**src/common/cdv_regs.svh**
```systemverilog
// register indices, field positions and reset values of the divider chain
// assumes an APB slave that maps index k to byte address 4*k
`ifndef CDV_REGS_SVH
`define CDV_REGS_SVH

// register indices (byte address = 4 * index)
`define CDV_IDX_C0_CNT 10'h190
`define CDV_IDX_C0_BYP 10'h191
`define CDV_IDX_C0_COR 10'h192
`define CDV_IDX_C1_CNT 10'h196
`define CDV_IDX_C1_BYP 10'h197
`define CDV_IDX_C1_COR 10'h198
`define CDV_IDX_21_CNT 10'h199
`define CDV_IDX_2_DLY 10'h19A
`define CDV_IDX_22_CNT 10'h19B
`define CDV_IDX_2_BYP 10'h19C
`define CDV_IDX_2_COR 10'h19D
`define CDV_IDX_31_CNT 10'h19E
`define CDV_IDX_3_DLY 10'h19F
`define CDV_IDX_32_CNT 10'h1A0
`define CDV_IDX_3_BYP 10'h1A1
`define CDV_IDX_3_COR 10'h1A2
`define CDV_IDX_PRE 10'h1E0
`define CDV_IDX_SRC 10'h1E1
`define CDV_IDX_STAT 10'h1F0

// storage slots
`define CDV_S_C0_CNT 5'h00
`define CDV_S_C0_BYP 5'h01
`define CDV_S_C0_COR 5'h02
`define CDV_S_C1_CNT 5'h03
`define CDV_S_C1_BYP 5'h04
`define CDV_S_C1_COR 5'h05
`define CDV_S_21_CNT 5'h06
`define CDV_S_2_DLY 5'h07
`define CDV_S_22_CNT 5'h08
`define CDV_S_2_BYP 5'h09
`define CDV_S_2_COR 5'h0A
`define CDV_S_31_CNT 5'h0B
`define CDV_S_3_DLY 5'h0C
`define CDV_S_32_CNT 5'h0D
`define CDV_S_3_BYP 5'h0E
`define CDV_S_3_COR 5'h0F
`define CDV_S_PRE 5'h10
`define CDV_S_SRC 5'h11
`define CDV_NSLOT 18

// field positions
`define CDV_F_BYP 7
`define CDV_F_BYP_X1 4
`define CDV_F_BYP_X2 5
`define CDV_F_COR_OFF 0
`define CDV_F_DIRECT 1

// reset values and prescaler ratio limits
`define CDV_RST_REG 8'h00
`define CDV_RST_PRE 8'h02
`define CDV_PRE_MIN 3'h2
`define CDV_PRE_MAX 3'h6

`endif

```
**src/common/cdv_pkg.sv**
```systemverilog
// types shared by the divider chain
// assumes nothing beyond a SystemVerilog compiler
`default_nettype none
package cdv_pkg;
   typedef enum logic [1:0] {
      CDV_SRC_EXT_PRE = 2'b00,
      CDV_SRC_EXT_DIR = 2'b01,
      CDV_SRC_OSC_PRE = 2'b10,
      CDV_SRC_BAD = 2'b11
   } cdv_src_type;

   typedef enum logic [1:0] {
      CDV_ST_DELAY = 2'b00,
      CDV_ST_HIGH = 2'b01,
      CDV_ST_LOW = 2'b10
   } cdv_state_type;
endpackage

`default_nettype wire

```
**src/rtl/cdv_clock_divider_chain.sv**
```systemverilog
// prescaler, two single-stage and two cascaded channel dividers, APB regs
// assumes source clock levels sampled on pclk, far slower than pclk
//
// Chosen here: the APB interface to the registers.
`timescale 1ns/1ps
`default_nettype none
`include "cdv_regs.svh"

module cdv_div_stage
   import cdv_pkg::*;
(
   input wire logic pclk,
   input wire logic presetn,
   input wire logic in_lvl,
   input wire logic bypass,
   input wire logic cor_en,
   input wire logic [3:0] n_cnt,
   input wire logic [3:0] m_cnt,
   input wire logic [3:0] delay,
   output logic out_lvl
);
   cdv_state_type state_r;
   logic in_d_r;
   logic hold_r;
   logic out_r;
   logic [3:0] cnt_r;
   logic [3:0] n_r;
   logic [3:0] m_r;
   logic rise;
   logic fall;
   logic odd;

   assign rise = in_lvl & ~in_d_r;
   assign fall = ~in_lvl & in_d_r;
   assign odd = n_r[0] ^ m_r[0]; // RL8
   assign out_lvl = out_r;

   always_ff @(posedge pclk or negedge presetn) begin
      if (!presetn) begin
         in_d_r <= 1'h0;
      end else begin
         in_d_r <= in_lvl;
      end
   end

   always_ff @(posedge pclk or negedge presetn) begin
      if (!presetn) begin
         state_r <= CDV_ST_DELAY;
         cnt_r <= 4'h0;
         n_r <= 4'h0;
         m_r <= 4'h0;
         hold_r <= 1'h0;
         out_r <= 1'h0;
      end else if (bypass) begin
         // counter idle, input passed at division one
         state_r <= CDV_ST_DELAY; // RL3
         cnt_r <= 4'h0;
         hold_r <= 1'h0;
         out_r <= in_lvl; // RL3
      end else begin
         if (state_r == CDV_ST_DELAY) begin
            out_r <= 1'h0;
         end
         if (fall && hold_r) begin
            // corrected odd ratio: high phase ends on the input fall
            hold_r <= 1'h0; // RL12
            out_r <= 1'h0; // RL11
         end
         if (rise) begin // RL6
            case (state_r)
               CDV_ST_DELAY: begin
                  if (cnt_r == delay) begin // RL15
                     state_r <= CDV_ST_HIGH;
                     cnt_r <= 4'h0;
                     out_r <= 1'h1;
                     n_r <= n_cnt;
                     m_r <= m_cnt;
                  end else begin
                     cnt_r <= cnt_r + 4'h1;
                  end
               end
               CDV_ST_HIGH: begin
                  if (cnt_r == n_r) begin // RL4
                     state_r <= CDV_ST_LOW;
                     cnt_r <= 4'h0;
                     if (cor_en && odd) begin
                        hold_r <= 1'h1; // RL7
                     end else begin
                        out_r <= 1'h0; // RL9
                     end
                  end else begin
                     cnt_r <= cnt_r + 4'h1;
                  end
               end
               CDV_ST_LOW: begin
                  if (cnt_r == m_r) begin // RL5
                     state_r <= CDV_ST_HIGH;
                     cnt_r <= 4'h0;
                     out_r <= 1'h1;
                     hold_r <= 1'h0;
                     // new fields apply from the next period only
                     n_r <= n_cnt; // RL18
                     m_r <= m_cnt; // RL18
                  end else begin
                     cnt_r <= cnt_r + 4'h1;
                  end
               end
               default: begin
                  state_r <= CDV_ST_DELAY;
                  cnt_r <= 4'h0;
               end
            endcase
         end
      end
   end

   AST_BYP_FOLLOW: assert property (@(posedge pclk) // RL3
      disable iff (!presetn) bypass |=> out_lvl == $past(in_lvl))
      else $error("bypassed stage does not follow its input");
   AST_HIGH_END: assert property (@(posedge pclk) // RL4
      disable iff (!presetn)
      (!bypass && rise && state_r == CDV_ST_HIGH && cnt_r == n_r
       && !(cor_en && odd)) |=> !out_lvl ##1 !out_lvl)
      else $error("high phase not ended after n plus one rises");
   AST_COR_HOLD: assert property (@(posedge pclk) // RL7
      disable iff (!presetn)
      (!bypass && rise && state_r == CDV_ST_HIGH && cnt_r == n_r
       && cor_en && odd) |=> (out_lvl && hold_r))
      else $error("correction did not extend the high phase");
   AST_COR_RELEASE: assert property (@(posedge pclk) // RL12
      disable iff (!presetn)
      (!bypass && hold_r && fall) |=> (!out_lvl && !hold_r))
      else $error("extended high phase not ended on input fall");
   AST_NO_COR: assert property (@(posedge pclk) // RL9
      disable iff (!presetn) (!cor_en && !hold_r) |=> !hold_r)
      else $error("correction active while disabled");
   AST_LOW_END: assert property (@(posedge pclk) // RL18
      disable iff (!presetn)
      (!bypass && rise && state_r == CDV_ST_LOW && cnt_r == m_r)
      |=> (out_lvl && cnt_r == 4'h0 && n_r == $past(n_cnt)))
      else $error("period restart or field reload missing");
   AST_ON_INPUT: assert property (@(posedge pclk) // RL6
      disable iff (!presetn)
      (!bypass && !rise && !fall && state_r != CDV_ST_DELAY)
      |=> $stable(out_lvl) && $stable(cnt_r))
      else $error("divider moved without an input edge");
   AST_DELAY_LOW: assert property (@(posedge pclk) // RL15
      disable iff (!presetn)
      (!bypass && state_r == CDV_ST_DELAY && !rise) |=> !out_lvl)
      else $error("output left low state during delay");
endmodule // cdv_div_stage

// Operation
// RL1 - with prescaler, total ratio is prescaler ratio times channel ratio
// RL2 - prescaler divides by two to six from a three-bit field
// RL3 - bypass on channel 0 or 1 passes input and idles divider
// RL4 - low for low field plus one, high for high field plus one
// RL5 - active divider divides by both fields plus two, 2 to 32
// RL6 - counts taken on the clock feeding the divider
// RL7 - correction on after reset, off by per-channel disable bit
// RL8 - software sets equal fields for even, low one more for odd
// RL9 - uncorrected duty is high field plus one over the ratio
// RL10 - bypassed with odd prescaler: 33.3 or 40 percent, 50 corrected
// RL11 - corrected odd prescaler duty is (1+X)/3 or (2+X)/5
// RL12 - no prescaler: bypass keeps duty; odd corrected (N+1+X)/(2N+3)
// RL13 - direct oscillator gives 50 percent, direct external keeps duty
// RL14 - channels 2, 3 have two bypassable cascaded stages, ratios multiply
// RL15 - each divider delays its output by selectable input cycles
// RL16 - source select 00 ext+pre, 01 ext, 10 osc+pre, 11 illegal
// RL17 - software uses first cascaded stage, bypasses second when one
// RL18 - counters advance on input rises; new fields apply next period
module cdv_clock_divider_chain
   import cdv_pkg::*;
(
   input wire logic pclk,
   input wire logic presetn,
   input wire logic [11:0] paddr,
   input wire logic psel,
   input wire logic penable,
   input wire logic pwrite,
   input wire logic [31:0] pwdata,
   output logic [31:0] prdata,
   output logic pready,
   output logic pslverr,
   input wire logic ext_clk_in,
   input wire logic osc_clk_in,
   output logic chan0_clk_out,
   output logic chan1_clk_out,
   output logic chan2_clk_out,
   output logic chan3_clk_out
);
   logic [7:0] regs_r [`CDV_NSLOT];
   logic [31:0] prdata_r;
   logic [4:0] slot;
   logic hit;
   logic wr_ok;
   logic [9:0] idx;
   logic [3:0] chan_r;
   cdv_src_type src_sel;
   logic src_lvl;
   logic [2:0] pre_ratio;
   logic [2:0] ratio_fld;
   logic [3:0] pre_n;
   logic [3:0] pre_m;
   logic [7:0] st_in;
   logic [7:0] st_byp;
   logic [7:0] st_cor;
   logic [7:0] st_out;
   logic [3:0] st_n [8];
   logic [3:0] st_m [8];
   logic [3:0] st_dly [8];
   logic [3:0] ch_in;
   logic [3:0] ch_cor;

   // apb slave
   assign idx = paddr[11:2];

   always_comb begin
      hit = 1'h1;
      wr_ok = 1'h1;
      slot = `CDV_S_C0_CNT;
      if (idx == `CDV_IDX_C0_CNT) slot = `CDV_S_C0_CNT;
      else if (idx == `CDV_IDX_C0_BYP) slot = `CDV_S_C0_BYP;
      else if (idx == `CDV_IDX_C0_COR) slot = `CDV_S_C0_COR;
      else if (idx == `CDV_IDX_C1_CNT) slot = `CDV_S_C1_CNT;
      else if (idx == `CDV_IDX_C1_BYP) slot = `CDV_S_C1_BYP;
      else if (idx == `CDV_IDX_C1_COR) slot = `CDV_S_C1_COR;
      else if (idx == `CDV_IDX_21_CNT) slot = `CDV_S_21_CNT;
      else if (idx == `CDV_IDX_2_DLY) slot = `CDV_S_2_DLY;
      else if (idx == `CDV_IDX_22_CNT) slot = `CDV_S_22_CNT;
      else if (idx == `CDV_IDX_2_BYP) slot = `CDV_S_2_BYP;
      else if (idx == `CDV_IDX_2_COR) slot = `CDV_S_2_COR;
      else if (idx == `CDV_IDX_31_CNT) slot = `CDV_S_31_CNT;
      else if (idx == `CDV_IDX_3_DLY) slot = `CDV_S_3_DLY;
      else if (idx == `CDV_IDX_32_CNT) slot = `CDV_S_32_CNT;
      else if (idx == `CDV_IDX_3_BYP) slot = `CDV_S_3_BYP;
      else if (idx == `CDV_IDX_3_COR) slot = `CDV_S_3_COR;
      else if (idx == `CDV_IDX_PRE) slot = `CDV_S_PRE;
      else if (idx == `CDV_IDX_SRC) slot = `CDV_S_SRC;
      else if (idx == `CDV_IDX_STAT) wr_ok = 1'h0;
      else begin
         hit = 1'h0;
         wr_ok = 1'h0;
      end
   end

   // zero wait states: read data is caught in the setup cycle
   assign pready = penable;
   assign pslverr = psel & penable & ~hit;
   assign prdata = prdata_r;

   always_ff @(posedge pclk or negedge presetn) begin
      if (!presetn) begin
         prdata_r <= 32'h0;
      end else if (psel && !penable && !pwrite) begin
         if (!hit) prdata_r <= 32'h0;
         else if (!wr_ok) prdata_r <= {28'h0, chan_r};
         else prdata_r <= {24'h0, regs_r[slot]};
      end
   end

   always_ff @(posedge pclk or negedge presetn) begin
      if (!presetn) begin
         for (int i = 0; i < `CDV_NSLOT; i++) begin
            regs_r[i] <= `CDV_RST_REG; // RL7
         end
         regs_r[`CDV_S_PRE] <= `CDV_RST_PRE;
      end else if (psel && penable && pwrite && wr_ok) begin
         regs_r[slot] <= pwdata[7:0];
      end
   end

   // source and prescaler
   assign src_sel = cdv_src_type'(regs_r[`CDV_S_SRC][1:0]);
   assign ratio_fld = regs_r[`CDV_S_PRE][2:0];

   always_comb begin
      // unlisted field codes clamp into the legal range
      if (ratio_fld < `CDV_PRE_MIN) pre_ratio = `CDV_PRE_MIN; // RL2
      else if (ratio_fld > `CDV_PRE_MAX) pre_ratio = `CDV_PRE_MAX;
      else pre_ratio = ratio_fld;
   end

   // short high half for odd ratios: 3 gives 1 of 3, 5 gives 2 of 5
   assign pre_n = {2'h0, pre_ratio[2:1]} - 4'h1; // RL10
   assign pre_m = {1'h0, pre_ratio} - {2'h0, pre_ratio[2:1]} - 4'h1;

   always_comb begin
      case (src_sel) // RL16
         CDV_SRC_EXT_PRE: src_lvl = ext_clk_in;
         CDV_SRC_EXT_DIR: src_lvl = ext_clk_in;
         CDV_SRC_OSC_PRE: src_lvl = osc_clk_in;
         default: src_lvl = 1'h0;
      endcase
   end

   assign ch_cor[0] = ~regs_r[`CDV_S_C0_COR][`CDV_F_COR_OFF]; // RL7
   assign ch_cor[1] = ~regs_r[`CDV_S_C1_COR][`CDV_F_COR_OFF];
   assign ch_cor[2] = ~regs_r[`CDV_S_2_COR][`CDV_F_COR_OFF];
   assign ch_cor[3] = ~regs_r[`CDV_S_3_COR][`CDV_F_COR_OFF];

   // a corrected channel takes the corrected prescaler output
   always_comb begin
      for (int c = 0; c < 4; c++) begin
         if (src_sel == CDV_SRC_BAD) ch_in[c] = 1'h0; // RL16
         else if (src_sel == CDV_SRC_EXT_DIR) ch_in[c] = ext_clk_in;
         else ch_in[c] = ch_cor[c] ? st_out[1] : st_out[0]; // RL1 RL11
      end
   end

   // stage wiring
   // 0,1 prescaler raw and corrected; 2,3 channels 0,1; 4..7 cascades
   always_comb begin
      st_in = {st_out[6], ch_in[3], st_out[4], ch_in[2],
               ch_in[1], ch_in[0], src_lvl, src_lvl}; // RL14
      st_byp = {regs_r[`CDV_S_3_BYP][`CDV_F_BYP_X2],
                regs_r[`CDV_S_3_BYP][`CDV_F_BYP_X1],
                regs_r[`CDV_S_2_BYP][`CDV_F_BYP_X2],
                regs_r[`CDV_S_2_BYP][`CDV_F_BYP_X1],
                regs_r[`CDV_S_C1_BYP][`CDV_F_BYP],
                regs_r[`CDV_S_C0_BYP][`CDV_F_BYP], 2'h0}; // RL3
      st_cor = {ch_cor[3], ch_cor[3], ch_cor[2], ch_cor[2],
                ch_cor[1], ch_cor[0], 2'h2};
      st_n[0] = pre_n;
      st_m[0] = pre_m;
      st_dly[0] = 4'h0;
      st_n[1] = pre_n;
      st_m[1] = pre_m;
      st_dly[1] = 4'h0;
      st_n[2] = regs_r[`CDV_S_C0_CNT][3:0];
      st_m[2] = regs_r[`CDV_S_C0_CNT][7:4];
      st_dly[2] = regs_r[`CDV_S_C0_BYP][3:0];
      st_n[3] = regs_r[`CDV_S_C1_CNT][3:0];
      st_m[3] = regs_r[`CDV_S_C1_CNT][7:4];
      st_dly[3] = regs_r[`CDV_S_C1_BYP][3:0];
      st_n[4] = regs_r[`CDV_S_21_CNT][3:0];
      st_m[4] = regs_r[`CDV_S_21_CNT][7:4];
      st_dly[4] = regs_r[`CDV_S_2_DLY][3:0];
      st_n[5] = regs_r[`CDV_S_22_CNT][3:0];
      st_m[5] = regs_r[`CDV_S_22_CNT][7:4];
      st_dly[5] = regs_r[`CDV_S_2_DLY][7:4];
      st_n[6] = regs_r[`CDV_S_31_CNT][3:0];
      st_m[6] = regs_r[`CDV_S_31_CNT][7:4];
      st_dly[6] = regs_r[`CDV_S_3_DLY][3:0];
      st_n[7] = regs_r[`CDV_S_32_CNT][3:0];
      st_m[7] = regs_r[`CDV_S_32_CNT][7:4];
      st_dly[7] = regs_r[`CDV_S_3_DLY][7:4];
   end

   for (genvar g = 0; g < 8; g++) begin : g_stage
      cdv_div_stage u_stage (
         .pclk(pclk),
         .presetn(presetn),
         .in_lvl(st_in[g]),
         .bypass(st_byp[g]),
         .cor_en(st_cor[g]),
         .n_cnt(st_n[g]),
         .m_cnt(st_m[g]),
         .delay(st_dly[g]),
         .out_lvl(st_out[g])
      );
   end

   // outputs
   always_ff @(posedge pclk or negedge presetn) begin
      if (!presetn) begin
         chan_r <= 4'h0;
      end else begin
         if (regs_r[`CDV_S_C0_COR][`CDV_F_DIRECT]) chan_r[0] <= src_lvl; // RL13
         else chan_r[0] <= st_out[2];
         if (regs_r[`CDV_S_C1_COR][`CDV_F_DIRECT]) chan_r[1] <= src_lvl;
         else chan_r[1] <= st_out[3];
         chan_r[2] <= st_out[5]; // RL14
         chan_r[3] <= st_out[7];
      end
   end

   assign chan0_clk_out = chan_r[0];
   assign chan1_clk_out = chan_r[1];
   assign chan2_clk_out = chan_r[2];
   assign chan3_clk_out = chan_r[3];

   AST_SRC_ILLEGAL: assert property (@(posedge pclk) // RL16
      disable iff (!presetn)
      (src_sel == CDV_SRC_BAD) |-> (ch_in == 4'h0 && !src_lvl))
      else $error("illegal source code still drives the dividers");
   AST_PRE_RATIO: assert property (@(posedge pclk) // RL2
      disable iff (!presetn)
      ({1'h0, pre_n} + {1'h0, pre_m} + 5'h2 == {2'h0, pre_ratio}
       && pre_ratio >= 3'h2 && pre_ratio <= 3'h6))
      else $error("prescaler split does not match its ratio");
   AST_DIRECT: assert property (@(posedge pclk) // RL13
      disable iff (!presetn) regs_r[`CDV_S_C0_COR][`CDV_F_DIRECT]
      |=> chan0_clk_out == $past(src_lvl))
      else $error("direct route does not carry the source");
   AST_CASCADE: assert property (@(posedge pclk) // RL14
      disable iff (!presetn)
      1'h1 |=> chan2_clk_out == $past(st_out[5]) && st_in[5] == st_out[4])
      else $error("cascade stages not chained");
   AST_PRE_FEED: assert property (@(posedge pclk) // RL1
      disable iff (!presetn)
      (src_sel == CDV_SRC_OSC_PRE && !ch_cor[0]) |-> ch_in[0] == st_out[0])
      else $error("channel not fed by the prescaler");
endmodule // cdv_clock_divider_chain

`default_nettype wire
```
**config.mk**
```make
export PLATFORM = sky130hd
export DESIGN_NAME = cdv_clock_divider_chain
export DESIGN_NICKNAME = d
export VERILOG_FILES = /design/src/common/cdv_pkg.sv /design/src/rtl/cdv_clock_divider_chain.sv
export VERILOG_INCLUDE_DIRS = /design/src /design/src/common
export SDC_FILE = /design/constraint.sdc
export NUM_CORES = 1
export LEC_CHECK = 0
export BUFFER_PORTS_ARGS = -buffer_cell sky130_fd_sc_hd__buf_2
export CAP_MARGIN = 5
export CORE_ASPECT_RATIO = 1.1
export CORE_MARGIN = 1.5
export CORE_UTILIZATION = 52
export DETAILED_ROUTE_END_ITERATION = 8
export PLACE_DENSITY_LB_ADDON = 0.3
export SYNTH_ARGS = -nofsm -noshare
export SYNTH_HDL_FRONTEND = slang
export SYNTH_SLANG_ARGS = --single-unit
```
**constraint.sdc**
```tcl
create_clock -name pclk -period 3.2 [get_ports pclk]
set_clock_uncertainty 0.15 [all_clocks]
set_input_delay 0.32 -clock pclk [delete_from_list [all_inputs] [get_ports pclk]]
set_output_delay 0.32 -clock pclk [all_outputs]
set_load 0.02 [all_outputs]
```
-- Yosys cells after proc, flatten, opt, wreduce, memory -nomap -nowiden
Index checks and enable logic that the tools add are counted.
- register bits after elaboration: 315
- input port bits: 51
- logic and storage cells: 636
- output and inout port bits: 38
- equality and inequality tests: 96
- multiplexer cells: 337
- add/sub/neg operators: 11
- reduce and logical (&&, ||, !) cells: 64
- bitwise operators: 49
- $lt $le $gt $ge: 4
- operator list (kind ; count):
    4-bit two-way mux ; 68
    10-bit by 9-bit equality test with 1-bit output (second input constant) ; 19
    1-bit two-way mux ; 157
    144-bit bitwise mux ; 1
    4-bit one-hot mux with 2 select lines ; 16
    4-bit one-hot mux with 3 select lines ; 8
    5-bit two-way mux ; 18
    4-bit equality test ; 22
    2-bit two-way mux ; 36
    2-bit one-hot mux with 3 select lines ; 8
    8-bit binary-select mux with 5-bit select ; 1
    8-bit demux with 5-bit select ; 1
    8-bit two-way mux ; 5
    4-bit AND reduction ; 10
    3-bit by 2-bit != test with 1-bit output (second input constant) ; 12
    4-bit by 1-bit adder with 4-bit output (second input constant) ; 8
    5-bit AND reduction ; 6
    2-bit nonzero test ; 14
    1-bit NOT ; 25
    1-bit one-hot mux with 3 select lines ; 8
    2-bit equality test (second input constant) ; 10
    1-bit logical AND ; 20
    2-bit by 1-bit != test with 1-bit output (second input constant) ; 10
    2-bit by 1-bit equality test with 1-bit output (second input constant) ; 9
    other kinds (18) ; 69

-- Logic depth before layout (Yosys ltp)
Gate-level depths: netlist of run 1.
- depth in word-level cells: 25
- gate-level depth with buffers: 11
- mapped depth without buffers: 9

-- By module
From an unflattened synthesis of run 1, not the netlist that was laid out.
- cell total of the unflattened synthesis: 1486
- area, all modules: 16544.6 sq um
- by module, submodules not included (module ; instances ; seq. area each (sq um) ; area an instance (sq um) ; cells each):
    cdv_div_stage ; 8 ; 425.4 ; 1076.0 ; 103
    cdv_clock_divider_chain ; 1 ; 3905.0 ; 7936.4 ; 662

-- Worst setup path after synthesis of run 1
OpenSTA, ideal clock, no wires.
- kind: in2reg
- start: input paddr[4]
- end: register regs_r[136] (netlist name)
- data required time: 2.925 ns
- data arrival time: 2.403 ns
- setup time: 0.125 ns
- buffers on the path: 3
- stages on the path: 11
- slack: 0.522 ns
- cell sequence: buf_2 > or4b_4 > o22ai_2 > a21oi_2 > nand2_2 > and4_1 > buf_6 > and2_4 > buf_12 > nand2_8 > mux2_4
- word-level cells in the longest chain between the ends: 25
- elaborated cells between the ends (all ways): 62
- those cells by class: 2 x order compare; 18 x eq/ne; 39 x mux; 1 x bitwise; 2 x reduce/logical
- RTL lines (element ; RTL line ; text):
    from (decl) ; cdv_clock_divider_chain.sv:177 ; input wire logic [11:0] paddr,
    10-bit by 9-bit equality test with 1-bit output (no line) ; n/a ;
    5-bit two-way mux ; cdv_clock_divider_chain.sv:239 ; else if (idx == `CDV_IDX_SRC) slot = `CDV_S_SRC;
    5-bit two-way mux ; cdv_clock_divider_chain.sv:238 ; else if (idx == `CDV_IDX_PRE) slot = `CDV_S_PRE;
    5-bit two-way mux ; cdv_clock_divider_chain.sv:237 ; else if (idx == `CDV_IDX_3_COR) slot = `CDV_S_3_COR;
    5-bit two-way mux ; cdv_clock_divider_chain.sv:236 ; else if (idx == `CDV_IDX_3_BYP) slot = `CDV_S_3_BYP;
    5-bit two-way mux ; cdv_clock_divider_chain.sv:235 ; else if (idx == `CDV_IDX_32_CNT) slot = `CDV_S_32_CNT;
    5-bit two-way mux ; cdv_clock_divider_chain.sv:234 ; else if (idx == `CDV_IDX_3_DLY) slot = `CDV_S_3_DLY;
    5-bit two-way mux ; cdv_clock_divider_chain.sv:233 ; else if (idx == `CDV_IDX_31_CNT) slot = `CDV_S_31_CNT;
    [... 9 more ...] ; n/a ;
    5-bit two-way mux ; cdv_clock_divider_chain.sv:223 ; else if (idx == `CDV_IDX_C0_BYP) slot = `CDV_S_C0_BYP;
    5-bit two-way mux ; cdv_clock_divider_chain.sv:222 ; if (idx == `CDV_IDX_C0_CNT) slot = `CDV_S_C0_CNT;
    5-bit NOT with 6-bit output (implied by the code) ; cdv_clock_divider_chain.sv:269 ; regs_r[slot] <= pwdata[7:0];
    6-bit >= comparator (implied by the code) or 6-bit by 1-bit < comparator with 1-bit output (tied branches) ; cdv_clock_divider_chain.sv:269 ;
    1-bit logical AND (implied by the code) ; cdv_clock_divider_chain.sv:269 ;
    8-bit two-way mux (implied by the code) ; cdv_clock_divider_chain.sv:269 ;
    8-bit demux with 5-bit select ; cdv_clock_divider_chain.sv:269 ;
    144-bit bitwise mux ; cdv_clock_divider_chain.sv:269 ;
    to (signal, indexed assignment) ; cdv_clock_divider_chain.sv:265 ; regs_r[i] <= `CDV_RST_REG;
    to (signal, indexed assignment) ; cdv_clock_divider_chain.sv:267 ; regs_r[`CDV_S_PRE] <= `CDV_RST_PRE;
    to (signal, indexed assignment) ; cdv_clock_divider_chain.sv:269 ;
    to (decl) ; cdv_clock_divider_chain.sv:192 ; logic [7:0] regs_r [`CDV_NSLOT];
Parallel ways exist; a longest one is shown, timed or not.
A chain may end at the register's enable or synchronous reset.

-- Worst setup path after layout of run 1
- start: register regs_r[1] (netlist name)
- end: register g_stage[6].u_stage.m_r[3]
- word-level cells in the longest chain between the ends: 5
- elaborated cells between the ends (all ways): 6
- those cells by class: 2 x eq/ne; 2 x mux; 1 x bitwise; 1 x reduce/logical
- RTL lines (element ; RTL line ; text):
    2-bit by 1-bit equality test with 1-bit output ; cdv_clock_divider_chain.sv:306 ; else if (src_sel == CDV_SRC_EXT_DIR) ch_in[c] = ext_clk_in;
    1-bit two-way mux ; cdv_clock_divider_chain.sv:306 ;
    1-bit two-way mux * ; cdv_clock_divider_chain.sv:305 ; if (src_sel == CDV_SRC_BAD) ch_in[c] = 1'h0;
    net g_stage[6].u_stage.in_lvl ; cdv_clock_divider_chain.sv:14 ; input wire logic in_lvl,
    1-bit AND * ; cdv_clock_divider_chain.sv:33 ; assign rise = in_lvl & ~in_d_r;
    5-bit AND reduction (no line) * ; n/a ;
    to (signal assigned) ; cdv_clock_divider_chain.sv:77 ; m_r <= m_cnt;
    to (signal assigned) ; cdv_clock_divider_chain.sv:103 ; m_r <= m_cnt;
    to (decl) ; cdv_clock_divider_chain.sv:28 ; logic [3:0] m_r;
The timed path passes the listed nets; every way through them passes the cells marked *.

==> summary.txt, run 1 <==
Status
  – Run status: complete, no violations

CTS
  – Clock tree root driver cell: sky130_fd_sc_hd__clkbuf_16
  – Latest clock arrival within the worst-skew pair: 0.57 ns
  – Worst-case clock buffer depth: 3
  – Clock tree from TritonCTS: done
  – Clock-pin transition on the worst setup and hold timing paths: 0.06 ns
  – Total of cells resized after clock tree synthesis: 0
  – CTS Sinks: 289
  – Clock buffers created by TritonCTS: 31
  – H-Tree Level Count: 1

Floorplan
  – Core ar.: 30500 sq um
  – Initial core utilization: 52.8%
  – Die area: 32100 sq um
  – Vertical die dimension: 188 microns
  – Core Rows: 67
  – Floorplan die width: 171 microns
  – # IOs: 89

Pwr
  – Static power due to leakage: 8.90 nW
  – Worst voltage drop across the vdd grid: 405 uV
  – Areal power density over the cells: 579 nW/um^2
  – Sum of internal, switching and leakage power: 0.0104 W

STA
  – Final Hold Fails: 0
  – Unrepaired setup endpoints after global routing: no
  – Total Negative Setup Slacks: 0 ns
  – Slew Viols, Final: 0
  – Slew @ Worst Pin: 0.826 ns
  – Worst Hold Slack: 0.0868 ns
  – Final period util: 83.3%
  – Highest Clock Rate: 375 MHz
  – Final Setup Violations: 0
  – Worst slew slack as a fraction of its limit: 44.9%
  – Min cycle time layout: 2.67 ns

Place
  – Number of placed instances, taps included: 1854
  – Cell area after placement: 16800 sq um
  – HPWL after DPL: 26.9 mm
  – RD Place Congestion: 0.924
  – Count of input and output buffers: 38

Finish
  – Post-route design area: 17900 sq um
  – Net count of the finished layout: 1571
  – Layout cells sized above 1: 25.8%
  – Register cell area after layout: 7230 sq um
  – Top library cells by usage in the layout, fill and taps aside: sky130_fd_sc_hd__dfrtp_1 (288), sky130_fd_sc_hd__nand2_1 (127), sky130_fd_sc_hd__mux2_2 (111), sky130_fd_sc_hd__mux2_4 (96), sky130_fd_sc_hd__xor2_1 (74)
  – Fillcell total: 2560
  – Syn-to-layout area delta: 11.2%
  – Post-layout instance count excluding filler cells: 1911
  – Antenna cell count: 0
  – Most frequent standard cell in the layout excluding fill and tap cells: sky130_fd_sc_hd__dfrtp_1
  – Area of the multi-input gates: 8310 sq um

Yosys
  – Yosys top cell area share: 44.7%
  – Sequential share of the synthesized area: 44.9%
  – Synth top area cells: sky130_fd_sc_hd__dfrtp_1 (45%), sky130_fd_sc_hd__mux2_4 (8.9%), sky130_fd_sc_hd__mux2_2 (7.8%), sky130_fd_sc_hd__xor2_1 (4.0%), sky130_fd_sc_hd__ha_1 (3.6%)
  – Primary flip-flop cell chosen by synthesis mapping: sky130_fd_sc_hd__dfrtp_1
  – Avg Synthesized Cell Area: 11.3 sq um
  – Number of warning messages in the yosys log: 0
  – Number of standard cells after synthesis: 1423
  – Cell type with the largest total area after synthesis: sky130_fd_sc_hd__dfrtp_1
  – Synth Cell Area: 16100 sq um
  – Synth Register Bits: 289
  – Post-synth EDFFs: 0
  – Yosys cell types: 83
  – Async SR Flop Fraction: 100%

Global routing
  – Final global-route overflow total: 0
  – Global-route wire length before repair: 61.6 mm
  – Antenna violations before repair: 0
  – Maximum number of pins on one net before global-route repair: 100
  – Total routing usage reported by global routing: 24.5%
  – Vias in the first global route: 11078

Routing
  – Wire length reported by the detailed router: 38.4 mm
  – Per-cell via count in the routed design: 5.83
  – Count of TritonRoute iterations in the first routing pass: 5
  – Routed length per instance: 20.1 microns
  – DRC errors left: 0
  – Number of nets still failing antenna checks after routing: 0
  – DRC violation total after the first TritonRoute iteration: 847
  – Number of vias after detailed routing: 11132

Flow run
  – Number of max-cap violations: 0

Hold path
  – Number of cells traversed by the worst hold path: 4
  – Origin of the worst min-delay path: osc_clk_in
  – Endpoint of the worst hold path: g_stage[0].u_stage.hold_r
  – Hold Path Class: primary input to flop

Worst setup path
  – Reg2Reg Setup Slack: 0.53 ns
  – Data required, critical path: 3.51 ns
  – Type of element capturing the critical path: flop
  – Logic depth of the worst register-to-register path: 7
  – Worst-path fanout max: 8
  – Endpoint arrival time on the critical path: 2.97 ns
  – Critical register-to-register path startpoint: regs_r[1]
  – Category of the most critical setup path: flop to flop
  – Launching element type of the critical path: flop
  – Worst flop-to-flop path endpoint: g_stage[6].u_stage.m_r[3]
## flip-flops by register name (all words and copies together) (netlist names), 8 cells and up
signal / count
g_stage.u_stage.state_r: 16
g_stage.u_stage.out_lvl: 8
g_stage.u_stage.m_r: 32
prdata: 8
g_stage.u_stage.hold_r: 8
g_stage.u_stage.n_r: 30
regs_r: 141
g_stage.u_stage.cnt_r: 32
## critical path: stages (launching register included)
cell	delay, ns
sky130_fd_sc_hd__dfrtp_1	0.41
sky130_fd_sc_hd__nor2b_1	0.16
sky130_fd_sc_hd__nand2b_1	0.27
sky130_fd_sc_hd__a21boi_1	0.26
sky130_fd_sc_hd__buf_4	0.20
sky130_fd_sc_hd__nand2b_1	0.16
sky130_fd_sc_hd__nor4_4	0.53
sky130_fd_sc_hd__mux2_2	0.40
## power by group
part	switching [W]	internal, W	total (W)	leakage (nW)
registers	0.000324	0.00392	0.00424	3.98
clock network	0.00154	0.00236	0.00390	0.544
logic	0.00130	0.000919	0.00222	4.37
total	0.00316	0.00720	0.0104	8.90
## cell type report
type / count / share of cell area (%)
Sequential cell: 289 / 40.4
Inverter: 36 / 0.754
Tap cell: 414 / 2.89
Timing Repair Buffer: 83 / 3.30
Multi-Input combinational cell: 1033 / 46.4
Clock inverter: 17 / 1.33
Clock buffer: 39 / 4.95
## per-stage QoR
stage          setup WS (ns)  util [%]
2_1_floorplan          0.522         -
3_3_place_gp           0.107      55.0
3_5_place_dp          0.0764      55.0
4_1_cts                0.497      58.7
5_1_grt                0.264      58.7
6_report               0.534      58.7
## worst max path at each step
| stage | from | to | slack [ns] | cells past startpoint |
|---|---|---|---|---|
| 2_1_floorplan | paddr[4] | regs_r[136] | 0.52 | 11 |
| 3_3_place_gp | paddr[8] | regs_r[97] | 0.11 | 9 |
| 3_5_place_dp | paddr[11] | regs_r[102] | 0.08 | 9 |
| 4_1_cts | regs_r[1] | g_stage[6].u_stage.m_r[3] | 0.50 | 7 |
| 5_1_grt | regs_r[1] | g_stage[6].u_stage.m_r[3] | 0.26 | 7 |
| 6_report | regs_r[1] | g_stage[6].u_stage.m_r[3] | 0.53 | 7 |
## routing by layer
metal | vias to the layer above | part of all wire, % | GRT usage, %
met5 | - | 0 | 0
met4 | 0 | 2.7 | 7.19
met3 | 73 | 5.1 | 3.12
met2 | 331 | 47 | 38.9
met1 | 5616 | 45 | 35.0
li1 | 5112 | - | -
## synthesized netlist by cell type (31+ instances only)
cell	number
sky130_fd_sc_hd__buf_4	31
sky130_fd_sc_hd__ha_1	46
sky130_fd_sc_hd__nor2_1	67
sky130_fd_sc_hd__a21oi_1	42
sky130_fd_sc_hd__xor2_1	74
sky130_fd_sc_hd__dfrtp_1	288
sky130_fd_sc_hd__mux2_4	96
sky130_fd_sc_hd__clkbuf_1	42
sky130_fd_sc_hd__mux2i_1	32
sky130_fd_sc_hd__nand2_1	127
sky130_fd_sc_hd__mux2_2	111
sky130_fd_sc_hd__inv_1	35
sky130_fd_sc_hd__o21ai_0	53
sky130_fd_sc_hd__nand3_1	49
## cells by family (layout without fill, tap and decap cells)
kind of cell / count (synthesis) / count (layout) / synth area share, %
buffers and inverters: 124 / 175 / 4.10
other: 1 / 24 / 0.0233
AOI/OAI and AO/OA: 204 / 204 / 8.35
adders and majority gates: 46 / 46 / 3.57
muxes: 240 / 240 / 18.8
xor gates and xnor gates: 104 / 104 / 5.65
DFF: 289 / 289 / 44.9
and+or+nand+nor: 415 / 415 / 14.6
## timing repair
action | in CTS | in global routing
setup buffers | 0 | 0
endpoints found under the hold margin | 93 | 0
hold buffers | 1 | 0
Power figures use the tool's default switching activity.
==> run 2: changes to the inputs <==
==> constraint.sdc (replaced) <==
create_clock -name pclk -period 2.5 [get_ports pclk]
set_clock_uncertainty 0.15 [all_clocks]
set_input_delay 0.25 -clock pclk [delete_from_list [all_inputs] [get_ports pclk]]
set_output_delay 0.25 -clock pclk [all_outputs]
set_load 0.02 [all_outputs]
==> summary.txt, run 2 (synthesis results as in run 1) <==
STA
  – Slew Viols, Final: 0 (unchanged)
  – Unrepaired setup endpoints after global routing: no
  – Final period util: 95.7% (+12 points)
  – Worst Hold Slack: 0.0456 ns (-0.0411 ns)
  – Worst slew slack as a fraction of its limit: 60.8% (+16 points)
  – Min cycle time layout: 2.39 ns (-0.273 ns)
  – Highest Clock Rate: 418 MHz (+11%)
  – Final Setup Violations: 0 (unchanged)
  – Final Hold Fails: 0 (unchanged)
  – Slew @ Worst Pin: 0.587 ns (-0.239 ns)

Finish
  – Area of the multi-input gates: 8360 sq um (+0.59%)
  – Largest Register: regs_r
  – Antenna cell count: 0 (unchanged)
  – Post-layout instance count excluding filler cells: 1975 (+3.3%)
  – Registers with the highest flip-flop counts: regs_r: 141 flops, g_stage.u_stage.cnt_r: 32 flops, g_stage.u_stage.m_r: 32 flops
  – Flip-flop count of the largest register after layout: 141 (unchanged)
  – Net count of the finished layout: 1634 (+4.0%)
  – Fillcell total: 2457 (-4.0%)
  – Syn-to-layout area delta: 15.2%
  – Most frequent standard cell in the layout excluding fill and tap cells: sky130_fd_sc_hd__dfrtp_1
  – Register cell area after layout: 7230 sq um (unchanged)
  – Layout cells sized above 1: 29.1% (+3.3 points)
  – Top library cells by usage in the layout, fill and taps aside: sky130_fd_sc_hd__dfrtp_1 (288), sky130_fd_sc_hd__nand2_1 (127), sky130_fd_sc_hd__mux2_2 (111), sky130_fd_sc_hd__buf_4 (99), sky130_fd_sc_hd__mux2_4 (96)

Routing
  – Number of nets still failing antenna checks after routing: 0 (unchanged)
  – Per-cell via count in the routed design: 5.74 (-1.4%)
  – DRC errors left: 0 (unchanged)
  – Number of vias after detailed routing: 11345 (+1.9%)
  – Count of TritonRoute iterations in the first routing pass: 5 (unchanged)
  – Met2 wire length: 18.1 mm (+0.80%)
  – Routed length per instance: 19.8 microns (-1.5%)
  – Routed metal-1 wire length: 17.2 mm (-0.86%)
  – Top layer used by detailed routing: met5
  – Wire length reported by the detailed router: 39.1 mm (+1.8%)
  – Met3 wire length: 2.36 mm (+19%)
  – DRC violation total after the first TritonRoute iteration: 805 (-5.0%)

Worst setup path
  – Endpoint arrival time on the critical path: 2.64 ns (-0.33 ns)
  – Largest delay contributor family on the critical path: compound AO/OA/AOI/OAI gates
  – Slowest cell on crit path: sky130_fd_sc_hd__o41ai_1
  – Type of element capturing the critical path: flop
  – CP Cell Sequence: xor2_1 > o41ai_1 > buf_4 > nand2_1 > nor3_2 > buf_4 > mux2_2
  – Cell seen most often among critical-path stages: sky130_fd_sc_hd__buf_4
  – Critical path buffer and inverter count: 2 (+1)
  – Data required, critical path: 2.74 ns (-0.77 ns)
  – Launching element type of the critical path: flop
  – Worst-path fanout max: 8 (unchanged)
  – Category of the most critical setup path: flop to flop
  – Highest cell delay on the worst timing path: 0.48 ns (-0.05 ns)

Floorplan
  – # IOs: 89 (unchanged)
  – Floorplan die width: 171 microns (unchanged)
  – Die area: 32100 sq um (unchanged)
  – Vertical die dimension: 188 microns (unchanged)
  – Core ar.: 30500 sq um (unchanged)
  – Core Rows: 67 (unchanged)
  – Initial core utilization: 52.8% (unchanged)

Pwr
  – Switching power: 0.00407 W (+29%)
  – Worst voltage drop across the vdd grid: 900 uV (+120%)
  – Areal power density over the cells: 748 nW/um^2 (+29%)
  – Design internal power: 0.00982 W (+36%)
  – Static power due to leakage: 9.28 nW (+4.3%)
  – Clock power frac: 39.6% (+2.0 points)
  – Sequential Power Share: 39.1% (-1.9 points)
  – Combinational Power Share: 21.2% (-0.2 points)
  – Fraction of power spent switching nets: 29.3% (-1.2 points)

Place
  – HPWL after DPL: 28.2 mm (+4.8%)
  – RD Place Congestion: 0.985 (+6.6%)
  – Count of input and output buffers: 38 (unchanged)
  – Number of placed instances, taps included: 1914 (+3.2%)

CTS
  – Clock buffers created by TritonCTS: 34 (+9.7%)
  – Worst-case clock buffer depth: 3 (unchanged)
  – Latest clock arrival within the worst-skew pair: 0.52 ns (-0.05 ns)
  – H-Tree Level Count: 2 (+1)
  – Clock tree from TritonCTS: done
  – Buffer count from post-CTS setup fixing: 0 (unchanged)
  – Clock-pin transition on the worst setup and hold timing paths: 0.06 ns (about the same)
  – CTS Sinks: 289 (unchanged)
  – Clock tree root driver cell: sky130_fd_sc_hd__clkbuf_16

Hold path
  – Hold Path Class: primary input to flop

Flow run
  – Number of max-cap violations: 0 (unchanged)

Global routing
  – Final global-route overflow total: 0 (unchanged)
  – Antenna violations before repair: 2 (+2)
  – Global-route wire length before repair: 63.0 mm (+2.2%)
  – Maximum number of pins on one net before global-route repair: 66 (-34%)
  – Total routing usage reported by global routing: 25.1% (+0.68 points)
  – Vias in the first global route: 11404 (+2.9%)

Status
  – Run status: complete, no violations
[run 2: tightest hold or removal path, cell delays in order]
cell and delay (ns):
sky130_fd_sc_hd__buf_2 0.09, sky130_fd_sc_hd__a31oi_1 0.09, sky130_fd_sc_hd__buf_4 0.17, sky130_fd_sc_hd__inv_1 0.07
[run 2: timing repair]
action / in CTS / in global routing
gates resized for setup: 0 / 6
hold endpoints to repair: 108 / 0
endpoints found under the setup margin: 0 / 28
hold buffers: 1 / 0
[run 2: layout make-up]
cell class | count | area share [%]
clock buffer | 47 | 5.62
inverter | 36 | 0.728
sequential | 289 | 38.9
tap | 414 | 2.79
clock inverter | 13 | 1.23
multi-input combinational | 1033 | 45.0
timing repair buffer | 143 | 5.67
[run 2: through the flow]
| step | instance area, sq um | setup TNS [ns] | setup slack [ns] | utilization [%] | total power, W |
|---|---|---|---|---|---|
| floorplan | 16200 | -7.33 | -0.0875 | - | 0.00750 |
| global placement | 17300 | -35.69 | -0.278 | 56.6 | 0.00833 |
| detailed placement | 17300 | -40.25 | -0.333 | 56.6 | 0.00842 |
| CTS | 18500 | 0 | 0.0828 | 60.8 | 0.0140 |
| global route | 18600 | 0 | 0.00150 | 60.9 | 0.0146 |
| finish | 18600 | 0 | 0.107 | 60.9 | 0.0139 |
[run 2: worst paths after layout]
check,from,endpoint,slack [ns],cells past startpoint
setup / recovery,g_stage[3].u_stage.cnt_r[3],g_stage[3].u_stage.n_r[1],0.11,7
hold / removal,osc_clk_in,g_stage[1].u_stage.in_d_r,0.05,4
setup reg to reg,g_stage[3].u_stage.cnt_r[3],g_stage[3].u_stage.n_r[1],0.11,7
hold reg to reg,g_stage[5].u_stage.out_lvl,chan_r[2],0.23,0
max in group asynchronous,presetn,g_stage[2].u_stage.state_r[0],1.26,3
min in group asynchronous,presetn,g_stage[7].u_stage.state_r[1],0.15,2
[run 2: power by group through the flow]
stage,Clock (W),Combinational (W),Sequential [W]
floorplan,0,0.00210,0.00540
global placement,0,0.00284,0.00550
detailed placement,0,0.00291,0.00551
CTS,0.00560,0.00294,0.00543
global route,0.00579,0.00331,0.00549
finish,0.00551,0.00295,0.00544
[run 2: routing by layer]
layer | vias up | global-route usage, %
met1 | 5636 | 34.6
met4 | 2 | 9.51
met5 | - | 0
li1 | 5239 | -
met2 | 372 | 39.3
met3 | 96 | 4.83
==> run 3: changes to the inputs <==
--- a/config.mk
+++ b/config.mk
@@ -11,6 +11,7 @@
 export CORE_ASPECT_RATIO = 1.1
 export CORE_MARGIN = 1.5
 export CORE_UTILIZATION = 52
+export CTS_BUF_LIST = sky130_fd_sc_hd__clkbuf_4 sky130_fd_sc_hd__clkbuf_8
 export DETAILED_ROUTE_END_ITERATION = 8
 export PLACE_DENSITY_LB_ADDON = 0.3
 export SYNTH_ARGS = -nofsm -noshare
==> summary.txt, run 3 (synthesis results as in run 1) <==
Global routing
  – Total routing usage reported by global routing: 25.1% (-0.058 points)
  – Vias in the first global route: 11430 (+0.23%)
  – Final global-route overflow total: 0 (unchanged)
  – Antenna violations before repair: 3 (+1)
  – Maximum number of pins on one net before global-route repair: 66 (unchanged)
  – Global-route wire length before repair: 63.0 mm (about the same)

Finish
  – Syn-to-layout area delta: 13.3%
  – Flip-flop count of the largest register after layout: 141 (unchanged)
  – Net count of the finished layout: 1650 (+0.98%)
  – Most frequent standard cell in the layout excluding fill and tap cells: sky130_fd_sc_hd__dfrtp_1
  – Final standard cell utilization of the core: 59.8% (-1.0 points)
  – Registers with the highest flip-flop counts: regs_r: 141 flops, g_stage.u_stage.cnt_r: 32 flops, g_stage.u_stage.m_r: 32 flops
  – Layout cells sized above 1: 30.1% (+1.0 points)
  – Largest Register: regs_r
  – Top library cells by usage in the layout, fill and taps aside: sky130_fd_sc_hd__dfrtp_1 (288), sky130_fd_sc_hd__nand2_1 (127), sky130_fd_sc_hd__mux2_2 (111), sky130_fd_sc_hd__buf_4 (99), sky130_fd_sc_hd__mux2_4 (96)
  – Post-route design area: 18300 sq um (-1.7%)
  – Post-layout instance count excluding filler cells: 2000 (+1.3%)

Pwr
  – Clock power frac: 33.4% (-6.2 points)
  – Switching power: 0.00404 W (-0.88%)
  – Fraction of power spent switching nets: 32.1% (+2.8 points)
  – Static power due to leakage: 9.16 nW (-1.3%)
  – Sequential Power Share: 43.2% (+4.1 points)
  – Worst voltage drop across the vdd grid: 574 uV (-36%)
  – Design internal power: 0.00853 W (-13%)
  – Areal power density over the cells: 689 nW/um^2 (-7.9%)
  – Combinational Power Share: 23.3% (+2.1 points)

Worst setup path
  – CP Cell Sequence: buf_2 > buf_4 > buf_4 > a31oi_1 > o22ai_4 > a21oi_4 > nand2_2 > nor3_1 > buf_2
  – Reg2Reg Setup Slack: 0.13 ns (+0.02 ns)
  – Category of the most critical setup path: primary input to output pin
  – Worst-path fanout max: 5 (-3)
  – Data required, critical path: 2.10 ns (-0.64 ns)
  – Highest cell delay on the worst timing path: 0.41 ns (-0.07 ns)
  – Largest delay contributor family on the critical path: buffers and inverters
  – Type of element capturing the critical path: output pin
  – Launching element type of the critical path: primary input
  – Endpoint arrival time on the critical path: 1.98 ns (-0.66 ns)
  – Critical path buffer and inverter count: 4 (+2)
  – Slowest cell on crit path: sky130_fd_sc_hd__nor3_1

Routing
  – Number of vias after detailed routing: 11386 (+0.36%)
  – DRC errors left: 0 (unchanged)
  – Wire length reported by the detailed router: 39.0 mm (about the same)
  – Per-cell via count in the routed design: 5.69 (-0.89%)
  – Routed length per instance: 19.5 microns (-1.3%)
  – Number of nets still failing antenna checks after routing: 0 (unchanged)
  – Count of TritonRoute iterations in the first routing pass: 5 (unchanged)
  – DRC violation total after the first TritonRoute iteration: 823 (+2.2%)

CTS
  – Latest clock arrival within the worst-skew pair: 0.57 ns (+0.05 ns)
  – Buffer count from post-CTS setup fixing: 0 (unchanged)
  – Clock tree root driver cell: sky130_fd_sc_hd__clkbuf_8
  – Clock tree from TritonCTS: done
  – H-Tree Level Count: 2 (unchanged)
  – Worst-case clock buffer depth: 3 (unchanged)
  – Clock-pin transition on the worst setup and hold timing paths: 0.06 ns (about the same)
  – Clock buffers created by TritonCTS: 49 (+44%)
  – CTS Sinks: 289 (unchanged)

STA
  – Min cycle time layout: 2.38 ns (-0.0146 ns)
  – Smallest setup slack after layout: 0.121 ns (+0.0146 ns)
  – Worst slew slack as a fraction of its limit: 59.8% (-1.0 points)
  – Final Setup Violations: 0 (unchanged)
  – Unrepaired setup endpoints after global routing: no
  – Worst Hold Slack: 0.0929 ns (+0.0472 ns)
  – Highest Clock Rate: 420 MHz (+0.61%)
  – Slew Viols, Final: 0 (unchanged)
  – Final Hold Fails: 0 (unchanged)
  – Slew @ Worst Pin: 0.603 ns (+0.0156 ns)
  – Final period util: 95.2% (-0.58 points)

Floorplan
  – Die area: 32100 sq um (unchanged)
  – Floorplan die width: 171 microns (unchanged)
  – Initial core utilization: 52.8% (unchanged)
  – Core Rows: 67 (unchanged)
  – Core ar.: 30500 sq um (unchanged)
  – # IOs: 89 (unchanged)
  – Vertical die dimension: 188 microns (unchanged)

Place
  – RD Place Congestion: 0.985 (unchanged)
  – Number of placed instances, taps included: 1914 (unchanged)
  – HPWL after DPL: 28.2 mm (unchanged)
  – Count of input and output buffers: 38 (unchanged)
  – Cell area after placement: 17300 sq um (unchanged)
  – Post-place setup slack: -0.333 ns (unchanged)

Status
  – Run status: complete, no violations

Flow run
  – Number of max-cap violations: 0 (unchanged)

Hold path
  – Hold Path Class: primary input to async pin
[run 3: routing by layer]
layer	vias to the layer above	part of all wire [%]	track usage (%)
li1	5280	-	-
met1	5659	45	34.9
met2	344	46	38.9
met3	99	5.6	5.15
met4	4	3.3	8.70
met5	-	0.069	0
[run 3: what timing repair did]
item / 4_1_cts / 5_1_grt
hold endpoints to repair: 261 / 0
resized for setup: 0 / 3
endpoints found under the setup margin: 0 / 17
hold buffers: 2 / 0
[run 3: path summary, 6_finish.rpt]
kind / start / to / cells after the start
max in group asynchronous: presetn / g_stage[2].u_stage.state_r[0] / 3
hold reg to reg: g_stage[4].u_stage.out_lvl / g_stage[5].u_stage.in_d_r / 0
hold / removal: presetn / g_stage[7].u_stage.state_r[0] / 2
min in group pclk: psel / prdata[2] / 4
setup reg to reg: g_stage[2].u_stage.cnt_r[3] / g_stage[2].u_stage.n_r[3] / 6
setup / recovery: paddr[4] / pslverr / 9
[run 3: worst register-to-register path, stage by stage, from the launching register on]
cell	delay, ns
sky130_fd_sc_hd__dfrtp_1	0.46
sky130_fd_sc_hd__xor2_1	0.18
sky130_fd_sc_hd__o41a_1	0.49
sky130_fd_sc_hd__o21bai_1	0.24
sky130_fd_sc_hd__nor4_4	0.15
sky130_fd_sc_hd__buf_4	0.21
sky130_fd_sc_hd__mux2_2	0.35
[run 3: layout make-up]
class	instances	area, sq um
sequential	289	7230
tap	414	518
clock inverter	14	85.1
multi-input combinational	1033	8340
fill	2529	12300
timing repair buffer	144	1060
antenna	1	2.50
clock buffer	69	875
inverter	36	135
[run 3: power groups by stage]
stage	Sequential (W)	Clock [W]	Combinational, W
floorplan	0.00540	0	0.00210
finish	0.00544	0.00420	0.00293
detailed placement	0.00551	0	0.00291
global route	0.00549	0.00450	0.00330
CTS	0.00543	0.00429	0.00293
global placement	0.00550	0	0.00284
[run 3: stage by stage]
stage               power [W]  setup TNS (ns)
floorplan             0.00750           -7.33
global placement      0.00833          -35.69
detailed placement    0.00842          -40.25
CTS                    0.0127               0
global route           0.0133               0
finish                 0.0126               0
